$ cat src/hdl/sio_pin_pkg.sv
// constants, register map and carrier types of the serial pin routing block
package sio_pin_pkg;

  localparam int NUM_CH  = 3;
  localparam int NUM_RUN = 4;
  localparam int NUM_TMR = 6;

  // register indices; byte address is four times the index
  localparam logic [19:0] IDX_RX_FILTER_ENABLE     = 20'hF0060;
  localparam logic [19:0] IDX_RUN_STATUS           = 20'hF0120;
  localparam logic [19:0] IDX_START_TRIGGER        = 20'hF0122;
  localparam logic [19:0] IDX_STOP_TRIGGER         = 20'hF0124;
  localparam logic [19:0] IDX_PIN_OUTPUT_LEVELS    = 20'hF0128;
  localparam logic [19:0] IDX_OUTPUT_DRIVE_ENABLE  = 20'hF012A;
  localparam logic [19:0] IDX_TX_LEVEL_INVERSION   = 20'hF0134;
  localparam logic [19:0] IDX_INPUT_ROUTING_SWITCH = 20'hFFF3C;

  localparam logic [21:0] ADDR_RX_FILTER_ENABLE     = {IDX_RX_FILTER_ENABLE, 2'b00};
  localparam logic [21:0] ADDR_RUN_STATUS           = {IDX_RUN_STATUS, 2'b00};
  localparam logic [21:0] ADDR_START_TRIGGER        = {IDX_START_TRIGGER, 2'b00};
  localparam logic [21:0] ADDR_STOP_TRIGGER         = {IDX_STOP_TRIGGER, 2'b00};
  localparam logic [21:0] ADDR_PIN_OUTPUT_LEVELS    = {IDX_PIN_OUTPUT_LEVELS, 2'b00};
  localparam logic [21:0] ADDR_OUTPUT_DRIVE_ENABLE  = {IDX_OUTPUT_DRIVE_ENABLE, 2'b00};
  localparam logic [21:0] ADDR_TX_LEVEL_INVERSION   = {IDX_TX_LEVEL_INVERSION, 2'b00};
  localparam logic [21:0] ADDR_INPUT_ROUTING_SWITCH = {IDX_INPUT_ROUTING_SWITCH, 2'b00};

  // reset values
  localparam logic [15:0] RST_PIN_OUTPUT_LEVELS    = 16'h0F0F;
  localparam logic [2:0]  RST_OUTPUT_DRIVE_ENABLE  = 3'h0;
  localparam logic [1:0]  RST_TX_LEVEL_INVERSION   = 2'h0;
  localparam logic [4:0]  RST_INPUT_ROUTING_SWITCH = 5'h00;
  localparam logic [1:0]  RST_RX_FILTER_ENABLE     = 2'h0;
  localparam logic [3:0]  RST_RUN_STATUS           = 4'h0;

  // field positions
  localparam int POS_DATA_LEVEL  = 0;
  localparam int POS_CLOCK_LEVEL = 8;
  localparam int POS_INV_CH0     = 0;
  localparam int POS_INV_CH2     = 2;
  localparam int POS_EXTINT_SEL  = 0;
  localparam int POS_TIMER7_SEL  = 1;
  localparam int POS_SHARED_SEL  = 2;
  localparam int POS_FILTER_CH0  = 0;
  localparam int POS_FILTER_CH2  = 2;

  // shared timer pin selection codes
  localparam logic [2:0] SHARED_TO_CH1  = 3'h0;
  localparam logic [2:0] SHARED_TO_CH0  = 3'h1;
  localparam logic [2:0] SHARED_TO_CH8  = 3'h2;
  localparam logic [2:0] SHARED_TO_CH9  = 3'h3;
  localparam logic [2:0] SHARED_TO_CH10 = 3'h4;
  localparam logic [2:0] SHARED_TO_CH11 = 3'h5;

  // level updates from the running serial transfer
  typedef struct packed {
    logic [NUM_CH-1:0] data_we;
    logic [NUM_CH-1:0] data_lvl;
    logic [NUM_CH-1:0] clock_we;
    logic [NUM_CH-1:0] clock_lvl;
  } xfer_update_t;

  // serial output pins
  typedef struct packed {
    logic [NUM_CH-1:0] data;
    logic [NUM_CH-1:0] clock;
  } serial_pins_t;

  // timer array side of the shared pin; index order follows selection code
  typedef struct packed {
    logic [NUM_TMR-1:0] use_shared;
    logic               shared_in;
    logic               ch7_in;
  } timer_route_t;

endpackage : sio_pin_pkg

$ cat src/hdl/pin_sync_filter.sv
// three-stage pin synchroniser with optional two-sample match filter
`timescale 1ns/1ps
module pin_sync_filter (
  input  wire logic pclk,
  input  wire logic presetn,
  input  wire logic pin_async,
  input  wire logic filter_en,
  output logic      level
);
  import sio_pin_pkg::*;

  typedef struct packed {
    logic s1;
    logic s2;
    logic s3;
    logic lvl;
  } sync_state_t;

  sync_state_t state_ff;
  sync_state_t nxt_state;

  always_comb
  begin
    nxt_state    = state_ff;
    nxt_state.s1 = pin_async;
    nxt_state.s2 = state_ff.s1;
    nxt_state.s3 = state_ff.s2;
    if (!filter_en || (state_ff.s2 == state_ff.s3))
    begin
      nxt_state.lvl = state_ff.s3;
    end
  end

  // pins idle high, so the chain starts high to avoid a false edge
  always_ff @(posedge pclk or negedge presetn)
  begin
    if (!presetn)
    begin
      state_ff <= '1;
    end
    else
    begin
      state_ff <= nxt_state;
    end
  end

  assign level = state_ff.lvl;

endmodule : pin_sync_filter

$ cat src/hdl/sio_pin_route.sv
// top of the serial pin output and input routing block with APB registers
//
// The implementer's own choice: the APB slave port.
`timescale 1ns/1ps
module sio_pin_route (
  input  wire logic                       pclk,
  input  wire logic                       presetn,
  input  wire logic                       psel,
  input  wire logic                       penable,
  input  wire logic                       pwrite,
  input  wire logic [31:0]                paddr,
  input  wire logic [31:0]                pwdata,
  output logic [31:0]                     prdata,
  output logic                            pready,
  output logic                            pslverr,
  input  wire sio_pin_pkg::xfer_update_t  xfer_update,
  output sio_pin_pkg::serial_pins_t       serial_pins,
  output logic [3:0]                      channel_run_status,
  input  wire logic                       uart0_receive_pin,
  input  wire logic                       uart2_receive_pin,
  output logic                            uart0_rx_level,
  output logic                            uart2_rx_level,
  input  wire logic                       external_interrupt_zero,
  output logic                            extint0_level,
  input  wire logic                       timer7_input_pin,
  input  wire logic                       shared_timer_pin_i,
  output logic                            shared_timer_pin_o,
  output logic                            shared_timer_pin_oe,
  input  wire logic [5:0]                 timer_array_out,
  output sio_pin_pkg::timer_route_t       timer_array_route
);
  import sio_pin_pkg::*;

  ////////////////////////////////////////////////////////////////////////////
  // state

  typedef struct packed {
    logic [15:0]        levels;
    logic [NUM_CH-1:0]  drive_en;
    logic [1:0]         invert;
    logic [4:0]         routing;
    logic [1:0]         filter_en;
    logic [NUM_RUN-1:0] run;
    serial_pins_t       pins;
    logic               pin_o;
    logic               pin_oe;
    timer_route_t       troute;
    logic               extint;
    logic [31:0]        rdata;
  } block_state_t;

  block_state_t state_ff;
  block_state_t nxt_state;

  ////////////////////////////////////////////////////////////////////////////
  // synchronised pin inputs

  logic rx0_lvl;
  logic rx2_lvl;
  logic extint_pin_lvl;
  logic timer7_pin_lvl;
  logic shared_pin_lvl;

  pin_sync_filter u_rx0 (
    .pclk      (pclk),
    .presetn   (presetn),
    .pin_async (uart0_receive_pin),
    .filter_en (state_ff.filter_en[0]),
    .level     (rx0_lvl)
  );

  pin_sync_filter u_rx2 (
    .pclk      (pclk),
    .presetn   (presetn),
    .pin_async (uart2_receive_pin),
    .filter_en (state_ff.filter_en[1]),
    .level     (rx2_lvl)
  );

  pin_sync_filter u_extint (
    .pclk      (pclk),
    .presetn   (presetn),
    .pin_async (external_interrupt_zero),
    .filter_en (1'b1),
    .level     (extint_pin_lvl)
  );

  pin_sync_filter u_timer7 (
    .pclk      (pclk),
    .presetn   (presetn),
    .pin_async (timer7_input_pin),
    .filter_en (1'b1),
    .level     (timer7_pin_lvl)
  );

  pin_sync_filter u_shared (
    .pclk      (pclk),
    .presetn   (presetn),
    .pin_async (shared_timer_pin_i),
    .filter_en (1'b1),
    .level     (shared_pin_lvl)
  );

  ////////////////////////////////////////////////////////////////////////////
  // bus decode

  logic        setup_phase;
  logic        wr_access;
  logic        addr_hit;
  logic [21:0] word_addr;
  logic        addr_high_zero;

  assign word_addr      = paddr[21:0];
  assign addr_high_zero = (paddr[31:22] == 10'h000);
  assign setup_phase    = psel && !penable;
  assign wr_access      = psel && penable && pwrite && addr_hit;

  always_comb
  begin
    addr_hit = 1'b0;
    if (addr_high_zero)
    begin
      case (word_addr)
        ADDR_RX_FILTER_ENABLE,
        ADDR_RUN_STATUS,
        ADDR_START_TRIGGER,
        ADDR_STOP_TRIGGER,
        ADDR_PIN_OUTPUT_LEVELS,
        ADDR_OUTPUT_DRIVE_ENABLE,
        ADDR_TX_LEVEL_INVERSION,
        ADDR_INPUT_ROUTING_SWITCH: addr_hit = 1'b1;
        default:                   addr_hit = 1'b0;
      endcase
    end
  end

  // read data is captured in the setup cycle, so no wait state is needed
  assign pready  = 1'b1;
  assign pslverr = psel && penable && !addr_hit;
  assign prdata  = state_ff.rdata;

  ////////////////////////////////////////////////////////////////////////////
  // next state

  logic [2:0] shared_code;
  logic [3:0] start_hits;
  logic [3:0] stop_hits;

  always_comb
  begin
    nxt_state   = state_ff;
    start_hits  = 4'h0;
    stop_hits   = 4'h0;
    shared_code = 3'h0;

    if (wr_access && (word_addr == ADDR_START_TRIGGER))
    begin
      start_hits = pwdata[3:0];
    end
    if (wr_access && (word_addr == ADDR_STOP_TRIGGER))
    begin
      stop_hits = pwdata[3:0];
    end

    nxt_state.run = (state_ff.run & ~stop_hits) | start_hits;

    if (wr_access && (word_addr == ADDR_PIN_OUTPUT_LEVELS))
    begin
      nxt_state.levels[15:11] = pwdata[15:11];
      nxt_state.levels[7:3]   = pwdata[7:3];
    end

    for (int n = 0; n < NUM_CH; n++)
    begin
      // enabled drive: only the transfer changes data
      if (state_ff.drive_en[n])
      begin
        if (xfer_update.data_we[n])
        begin
          nxt_state.levels[POS_DATA_LEVEL + n] = xfer_update.data_lvl[n];
        end
      end
      else if (wr_access && (word_addr == ADDR_PIN_OUTPUT_LEVELS))
      begin
        nxt_state.levels[POS_DATA_LEVEL + n] = pwdata[POS_DATA_LEVEL + n];
      end

      // clock level gated by run status
      if (state_ff.run[n])
      begin
        if (xfer_update.clock_we[n])
        begin
          nxt_state.levels[POS_CLOCK_LEVEL + n] = xfer_update.clock_lvl[n];
        end
      end
      else if (wr_access && (word_addr == ADDR_PIN_OUTPUT_LEVELS))
      begin
        nxt_state.levels[POS_CLOCK_LEVEL + n] = pwdata[POS_CLOCK_LEVEL + n];
      end
    end

    if (wr_access && (word_addr == ADDR_OUTPUT_DRIVE_ENABLE))
    begin
      nxt_state.drive_en = pwdata[NUM_CH-1:0];
    end

    // only channels 0 and 2 invertible
    if (wr_access && (word_addr == ADDR_TX_LEVEL_INVERSION))
    begin
      nxt_state.invert = {pwdata[POS_INV_CH2], pwdata[POS_INV_CH0]};
    end

    if (wr_access && (word_addr == ADDR_INPUT_ROUTING_SWITCH))
    begin
      nxt_state.routing = pwdata[4:0];
    end

    // filter bits at 0 and 2
    if (wr_access && (word_addr == ADDR_RX_FILTER_ENABLE))
    begin
      nxt_state.filter_en = {pwdata[POS_FILTER_CH2], pwdata[POS_FILTER_CH0]};
    end

    // pins follow the new register values on the same edge
    for (int n = 0; n < NUM_CH; n++)
    begin
      nxt_state.pins.clock[n] = nxt_state.levels[POS_CLOCK_LEVEL + n];
      nxt_state.pins.data[n]  = nxt_state.levels[POS_DATA_LEVEL + n];
    end
    if (nxt_state.drive_en[0] && nxt_state.invert[0])
    begin
      nxt_state.pins.data[0] = ~nxt_state.levels[POS_DATA_LEVEL];
    end
    if (nxt_state.drive_en[2] && nxt_state.invert[1])
    begin
      nxt_state.pins.data[2] = ~nxt_state.levels[POS_DATA_LEVEL + 2];
    end

    nxt_state.extint = nxt_state.routing[POS_EXTINT_SEL] ? rx0_lvl : extint_pin_lvl;

    nxt_state.troute.ch7_in = nxt_state.routing[POS_TIMER7_SEL] ? rx0_lvl : timer7_pin_lvl;

    nxt_state.troute.use_shared = 6'h00;
    nxt_state.pin_o             = 1'b1;
    nxt_state.pin_oe            = 1'b0;
    shared_code                 = nxt_state.routing[POS_SHARED_SEL +: 3];
    case (shared_code)
      SHARED_TO_CH1,
      SHARED_TO_CH0,
      SHARED_TO_CH8,
      SHARED_TO_CH9,
      SHARED_TO_CH10,
      SHARED_TO_CH11:
      begin
        nxt_state.troute.use_shared[shared_code] = 1'b1;
        nxt_state.pin_o  = timer_array_out[shared_code];
        nxt_state.pin_oe = 1'b1;
      end
      // prohibited codes leave the pin undriven
      default:
      begin
        nxt_state.pin_oe = 1'b0;
      end
    endcase
    nxt_state.troute.shared_in = shared_pin_lvl;

    // read data captured in setup phase; triggers read as zero
    if (setup_phase)
    begin
      nxt_state.rdata = 32'h0000_0000;
      if (addr_high_zero)
      begin
        case (word_addr)
          ADDR_RX_FILTER_ENABLE:
          begin
            nxt_state.rdata[POS_FILTER_CH0] = state_ff.filter_en[0];
            nxt_state.rdata[POS_FILTER_CH2] = state_ff.filter_en[1];
          end
          ADDR_RUN_STATUS:
          begin
            nxt_state.rdata[NUM_RUN-1:0] = state_ff.run;
          end
          ADDR_PIN_OUTPUT_LEVELS:
          begin
            nxt_state.rdata[15:0] = state_ff.levels;
          end
          ADDR_OUTPUT_DRIVE_ENABLE:
          begin
            nxt_state.rdata[NUM_CH-1:0] = state_ff.drive_en;
          end
          ADDR_TX_LEVEL_INVERSION:
          begin
            nxt_state.rdata[POS_INV_CH0] = state_ff.invert[0];
            nxt_state.rdata[POS_INV_CH2] = state_ff.invert[1];
          end
          ADDR_INPUT_ROUTING_SWITCH:
          begin
            nxt_state.rdata[4:0] = state_ff.routing;
          end
          default:
          begin
            nxt_state.rdata = 32'h0000_0000;
          end
        endcase
      end
    end
  end

  ////////////////////////////////////////////////////////////////////////////
  // registers

  // every change except the asynchronous reset lands on the next clock edge
  always_ff @(posedge pclk or negedge presetn)
  begin
    if (!presetn)
    begin
      state_ff.levels            <= RST_PIN_OUTPUT_LEVELS;
      state_ff.drive_en          <= RST_OUTPUT_DRIVE_ENABLE;
      state_ff.invert            <= RST_TX_LEVEL_INVERSION;
      state_ff.routing           <= RST_INPUT_ROUTING_SWITCH;
      state_ff.filter_en         <= RST_RX_FILTER_ENABLE;
      state_ff.run               <= RST_RUN_STATUS;
      state_ff.pins.data         <= RST_PIN_OUTPUT_LEVELS[POS_DATA_LEVEL +: NUM_CH];
      state_ff.pins.clock        <= RST_PIN_OUTPUT_LEVELS[POS_CLOCK_LEVEL +: NUM_CH];
      state_ff.pin_o             <= 1'b1;
      state_ff.pin_oe            <= 1'b0;
      state_ff.troute.use_shared <= 6'h00;
      state_ff.troute.shared_in  <= 1'b1;
      state_ff.troute.ch7_in     <= 1'b1;
      state_ff.extint            <= 1'b1;
      state_ff.rdata             <= 32'h0000_0000;
    end
    else
    begin
      state_ff <= nxt_state;
    end
  end

  ////////////////////////////////////////////////////////////////////////////
  // outputs

  assign serial_pins         = state_ff.pins;
  assign channel_run_status  = state_ff.run;
  assign uart0_rx_level      = rx0_lvl;
  assign uart2_rx_level      = rx2_lvl;
  assign extint0_level       = state_ff.extint;
  assign shared_timer_pin_o  = state_ff.pin_o;
  assign shared_timer_pin_oe = state_ff.pin_oe;
  assign timer_array_route   = state_ff.troute;

endmodule : sio_pin_route

$ cat config.mk
export PLATFORM = sky130hd
export DESIGN_NAME = sio_pin_route
export DESIGN_NICKNAME = d
export VERILOG_FILES = /design/src/hdl/sio_pin_pkg.sv /design/src/hdl/pin_sync_filter.sv /design/src/hdl/sio_pin_route.sv
export SDC_FILE = /design/constraint.sdc
export NUM_CORES = 1
export LEC_CHECK = 0
export ABC_AREA = 1
export BUFFER_PORTS_ARGS = -buffer_cell sky130_fd_sc_hd__clkbuf_2
export CAP_MARGIN = 5
export CORE_MARGIN = 2
export CORE_UTILIZATION = 54
export CTS_CLUSTER_DIAMETER = 60
export DETAILED_ROUTE_END_ITERATION = 10
export PLACE_DENSITY = 0.88
export SYNTH_ARGS = -nofsm -noshare
export SYNTH_HDL_FRONTEND = slang
export SYNTH_SLANG_ARGS = --single-unit
$ cat constraint.sdc
create_clock -name pclk -period 3.37 [get_ports pclk]
set_input_delay 0.1685 -clock pclk [delete_from_list [all_inputs] [get_ports pclk]]
set_output_delay 0.1685 -clock pclk [all_outputs]
set_load 0.02 [all_outputs]
### Word-level counts from Yosys, hierarchy flattened

Index checks and enable logic that the tools add are counted.

* register bits: 101
* logic and storage cells: 130
* output and inout bits: 57
* bits of input ports: 92

* bitwise logic cells: 5
* reduce and logical (&&, ||, !) cells: 25
* $lt $le $gt $ge: 2
* mux-type cells: 43
* eq/ne operators: 18

Operators by type and width (number)
* $eq 22x22->1 const B: 8
* $mux 1: 28
* $mux 16: 1
* $logic_and 1x1->1: 15
* $pmux 1 s6: 2
* $mux 11: 1
* $logic_not 10->1: 1
* $mux 4: 2
* $reduce_or 8->1: 1
* $eq 3x2->1 const B: 2
* $eq 3x3->1 const B: 2
* $mux 6: 1
* $reduce_or 6->1: 1
* $eq 1x1->1: 5
* $mux 5: 1
* $and 4x4->4: 1
* $logic_not 1->1: 4
* $lt 3x4->1 const B: 1
* $not 4->4: 1
* $or 4x4->4: 1
* $pmux 1 s4: 1
* $bmux 1 s3: 1
* $demux 1 s3: 1
* $eq 3x1->1 const B: 1
* other kinds (8): 10

### Logic depth before layout (Yosys ltp)

* depth after elaboration: 12
* gate-level depth with buffers: 17
* depth with buffers taken out: 16

### Cells and area by module

A second synthesis with hierarchy kept.

* cells, all modules: 526
* area total of the unflattened synthesis: 4342.9 um2

Modules (own cells, without submodules)
* sio_pin_route: times used 1, area an instance 3648.5 um2, cells each 461, seq. area each 1544.0 um2
* pin_sync_filter: times used 5, area an instance 138.9 um2, cells each 13, seq. area each 105.1 um2

### Worst setup path before layout

OpenSTA, ideal clock, no wires.

* path type: input-to-reg
* start: input paddr[16]
* end: register state_ff[72] (netlist name)
* path slack: 1.447 ns
* cell stages on the path: 10
* arrival time: 1.796 ns
* path buffers: 1
* library setup time: 0.127 ns
* required time: 3.243 ns
* path through: or2_1 -> nor2_4 -> nand3_2 -> nand2_1 -> nor2_1 -> nand2_4 -> nand3_4 -> nor2_4 -> buf_4 -> mux2_1

* longest elaborated chain between the ends: 6
* elaborated cells on any way between the ends: 13
* those cells by class: eq/ne (8); mux (2); reduce/logical (3)

Ends and longest elaborated chain
* start: declaration: RTL line sio_pin_route.sv:11 `input wire logic [31:0] paddr,`
* $eq 22x22->1, on equally long branches: RTL line sio_pin_route.sv:123, sio_pin_route.sv:167
* $reduce_or 8->1: RTL line sio_pin_route.sv:123 `case (word_addr)`
* $mux 1: RTL line sio_pin_route.sv:123
* $mux 1: RTL line sio_pin_route.sv:121 `if (addr_high_zero)`
* $logic_and 1x1->1: RTL line sio_pin_route.sv:116 `assign wr_access = psel && penable && pwrite && addr_hit;`
* $logic_and 1x1->1 *: RTL line sio_pin_route.sv:167 `if (wr_access && (word_addr == ADDR_PIN_OUTPUT_LEVELS))`
* end signal: assignment: RTL line sio_pin_route.sv:335 `state_ff <= nxt_state;`
* end: declaration: RTL line sio_pin_route.sv:52 `block_state_t state_ff;`

Every way passes the cells marked *; elsewhere a longest branch is shown, timed or not.
A chain may end at the register's enable or synchronous reset.

==> impl_metrics.csv <==
group,metric,value,unit
status,outcome,"complete, but fails checks",
status,violations,"negative hold slack",
clock_network,path_clk_slew,0.08,ns
grt,grt_antenna_before_repair,0,
die,die_area,8662,um^2
flow_run,maxCapViolCount,0,
yosys,ys_ff_latch,81,
route,vias_per_cell,5.111,
route,wire_per_inst,13.28,um
yosys,avgSynthCellArea,8.690,um^2
clock_network,cts_made_buffers,9,
pwr,p_int,1477,uW
die,rows,32,
worst_setup_path,cp-start-kind,"input port",
worst_setup_path,r2r_end,"prdata[2]$_DFFE_PN0P_",
cells_and_area,stdcell_count,687,
place,gp_congestion,0.8800,
grt,grt_pass1_vias,3318,
cells_and_area,syn_to_final_growth,14.02,%
grt,grt-ovfl-total,0,
sta,hold_slack,-0.01792,ns
die,die_h,93.07,um
clock_network,cts_tree,"built",
pwr,p_sw_share,23.71,%
die,io_pins,149,
grt,grtUsageTotal,22.03,%
pwr,powerDensity,396.3,nW/um^2
sta,hold_viol,18,
sta,layout_min_cycle_time,2.125,ns
place,dp_cells,666,
sta,worstMarginPinSlew,0.9698,ns
grt,grt_pass1_wl,15130,um
hold_path,hp-class,"input port to asynchronous set/reset pin",
route,vias,3511,
cells_and_area,fill_cells,665,
worst_setup_path,ff2ff_path_depth,4,
worst_setup_path,worstSetupPathType,"input port to flip-flop",
pwr,p_leak,0.002524,uW
clock_network,clk_path_buf_depth,2,
sta,timing.final.crit_share,63.07,%
yosys,yosysWarnings,0,
worst_setup_path,arrival,2.40,ns
clock_network,root_buffer,"clkbuf_8",
pwr,p_sw,459.0,uW
die,core,7687,um^2
route,detail-route-antenna-nets,0,
clock_network,post_cts_buffers,0,
sta,setup_tns,0,ns
pwr,power_frac_clock,39.1,%
yosys,async_reset_ff_share,100.0,%
route,post-route-drc-count,0,
clock_network,clkSinkCount,81,
sta,slew_headroom,35.35,%
route,firstDrtPassIters,5,
die,fp.dieW,93.07,um
worst_setup_path,required,3.64,ns
sta,rsz0062_at_grt,"false",
yosys,syn_inst,493,
route,wl,9125,um
yosys,synth_ff_type,"dfrtp_1",
place,port_buffers,115,
sta,slew_violations,0,
sta,max_freq,470.5,MHz
die,start_util,55.73,%
clock_network,cts-resized-gates,0,
cells_and_area,fin_nets,672,
place,dp_hpwl,6900,um
clock_network,postCtsHoldBufs,5,
worst_setup_path,cp_max_fo,17,
yosys,synth-edff-count,0,
cells_and_area,layout-drive-gt1-share,33.33,%
clock_network,htreeDepth,3,
worst_setup_path,r2r-start,"channel_run_status[2]$_DFF_PN0_",
route,drtIter0Drc,305,
pwr,pwr-share-comb,8.3,%
yosys,syn_area,4284,um^2
sta,setup_viol,0,
sta,clock_skew,0.01237,ns
yosys,synthDistinctLibCells,42,
yosys,seq_area_frac_synth,48.31,%
worst_setup_path,r2r_slack,1.83,ns
pwr,ir_drop,344.1,uV
grt,grt_max_degree,82,
cells_and_area,antenna_cells,0,
worst_setup_path,end_kind,"flip-flop",
pwr,power_frac_seq,52.6,%
clock_network,insertion_delay,0.35,ns
worst_setup_path,cp-startpoint,"paddr[16]",
## final cells by class
type | instances | area, um^2 | area share (%)
Clock buffer | 13 | 170.2 | 3.484
Multi-Input combinational cell | 315 | 1644 | 33.66
Inverter | 53 | 198.9 | 4.073
Timing Repair Buffer | 120 | 628.1 | 12.86
Tap cell | 102 | 127.6 | 2.613
Clock inverter | 3 | 46.29 | 0.9477
Sequential cell | 81 | 2069 | 42.37
## per-layer routing
metal / GRT usage [%] / share of wire (%) / vias to the layer above / routed length [um]
met5: 0 / 0 / - / 0
met4: 5.025 / 1.2 / 0 / 105
met3: 6.044 / 6.9 / 13 / 633
met2: 37.20 / 49 / 159 / 4482
met1: 28.45 / 43 / 1624 / 3903
li1: - / - / 1715 / -
## logic make-up (layout without fill, tap and decap cells)
group,after synthesis,after routing,synth area share [%]
simple gates,216,216,24.30
buf+inv,112,189,14.63
xor+xnor,1,1,0.2045
mux,9,9,2.336
fa+ha+maj,3,3,0.7010
compound gates,69,69,9.346
flops,81,81,48.31
other cells,2,17,0.1753
## how the worst max path moves through the flow
stage	to	depth (start not counted)	slack, ns
after global placement	serial_pins[3]$_DFF_PN1_	13	0.97
after floorplan	state_ff[72]$_DFFE_PN0P_	10	1.45
after global routing	serial_pins[5]$_DFF_PN1_	16	1.05
after detailed placement	serial_pins[3]$_DFF_PN1_	13	0.92
after CTS	serial_pins[3]$_DFF_PN1_	13	1.28
final	serial_pins[5]$_DFF_PN1_	14	1.24
## sequential cells by signal, summed over array words and instances (netlist names), 2 cells and up
signal              count
state_ff               25
prdata                 16
timer_array_route       8
serial_pins             5
channel_run_status      4
u_extint.nxt_state      2
u_rx0.nxt_state         2
u_rx2.nxt_state         2
u_shared.nxt_state      2
u_timer7.nxt_state      2
## worst max-delay path, cell delays in order
cell and delay [ns]:
clkbuf_2 0.08, or2_1 0.26, nor2_4 0.35, nand3_2 0.25, nand2_1 0.12, nor2_1 0.07
nand2_4 0.08, nand3_4 0.13, nor2_4 0.41, a21oi_1 0.12, o21ai_1 0.14, nand2_1 0.10
nand2_1 0.07, nand2_1 0.06
## per-stage QoR
| stage | setup slack, ns | util (%) | total power [uW] | instance area (um^2) | hold slack (ns) |
|---|---|---|---|---|---|
| CTS | 1.277 | 63.54 | 1955 | 4885 | 0.005615 |
| global route | 1.048 | 63.54 | 2016 | 4885 | 0.007023 |
| global placement | 0.9713 | 60.07 | 1187 | 4618 | 0.2555 |
| floorplan | 1.447 | - | 1126 | 4340 | -0.1271 |
| finish | 1.245 | 63.54 | 1936 | 4885 | -0.01792 |
| detailed placement | 0.9250 | 60.07 | 1193 | 4618 | 0.2606 |
## cell usage after synthesis, types with 3 or more instances
| cell type | count | area (um^2) |
|---|---|---|
| inv_2 | 4 | 15.01 |
| mux2_2 | 3 | 33.78 |
| inv_1 | 49 | 183.9 |
| buf_4 | 53 | 397.9 |
| o22ai_1 | 5 | 31.28 |
| dfrtp_1 | 47 | 1176 |
| maj3_1 | 3 | 30.03 |
| nor3_1 | 5 | 25.02 |
| o21a_1 | 3 | 22.52 |
| nand2_1 | 82 | 307.8 |
| nand2_2 | 5 | 31.28 |
| o211ai_1 | 3 | 22.52 |
| o21ai_1 | 5 | 25.02 |
| clkbuf_1 | 5 | 18.77 |
| dfstp_2 | 34 | 893.4 |
| nor2_1 | 50 | 187.7 |
| nor2_4 | 5 | 56.30 |
| nand3_1 | 47 | 235.2 |
| mux2_1 | 5 | 56.30 |
| o21ai_0 | 37 | 185.2 |
| nor2_2 | 3 | 18.77 |
| a21oi_1 | 6 | 30.03 |
| nand4_1 | 8 | 50.05 |
## power groups by stage
stage / registers (uW) / clock network [uW] / logic [uW]
3_5_place_dp: 1040 / 0 / 157
3_3_place_gp: 1030 / 0 / 153
5_1_grt: 1020 / 816 / 180
4_1_cts: 1020 / 774 / 162
2_1_floorplan: 1040 / 0 / 88.6
6_report: 1020 / 757 / 161
## layout by cell type, fill, tap and decap left out, types with 4 or more instances in the layout
| cell | synthesis | final |
|---|---|---|
| clkbuf_2 | 0 | 114 |
| nand2_1 | 82 | 82 |
| nor2_1 | 50 | 50 |
| inv_1 | 49 | 49 |
| nand3_1 | 47 | 47 |
| dfrtp_1 | 47 | 47 |
| o21ai_0 | 37 | 37 |
| dfstp_2 | 34 | 34 |
| conb_1 | 2 | 17 |
| clkbuf_8 | 0 | 10 |
| nand4_1 | 8 | 8 |
| a21oi_1 | 6 | 6 |
| nand2_2 | 5 | 5 |
| nor2_4 | 5 | 5 |
| o21ai_1 | 5 | 5 |
| nor3_1 | 5 | 5 |
| o22ai_1 | 5 | 5 |
| mux2_1 | 5 | 5 |
| dlygate4sd3_1 | 0 | 5 |
| inv_2 | 4 | 4 |
No activity file was read; power rests on OpenSTA's default activity.
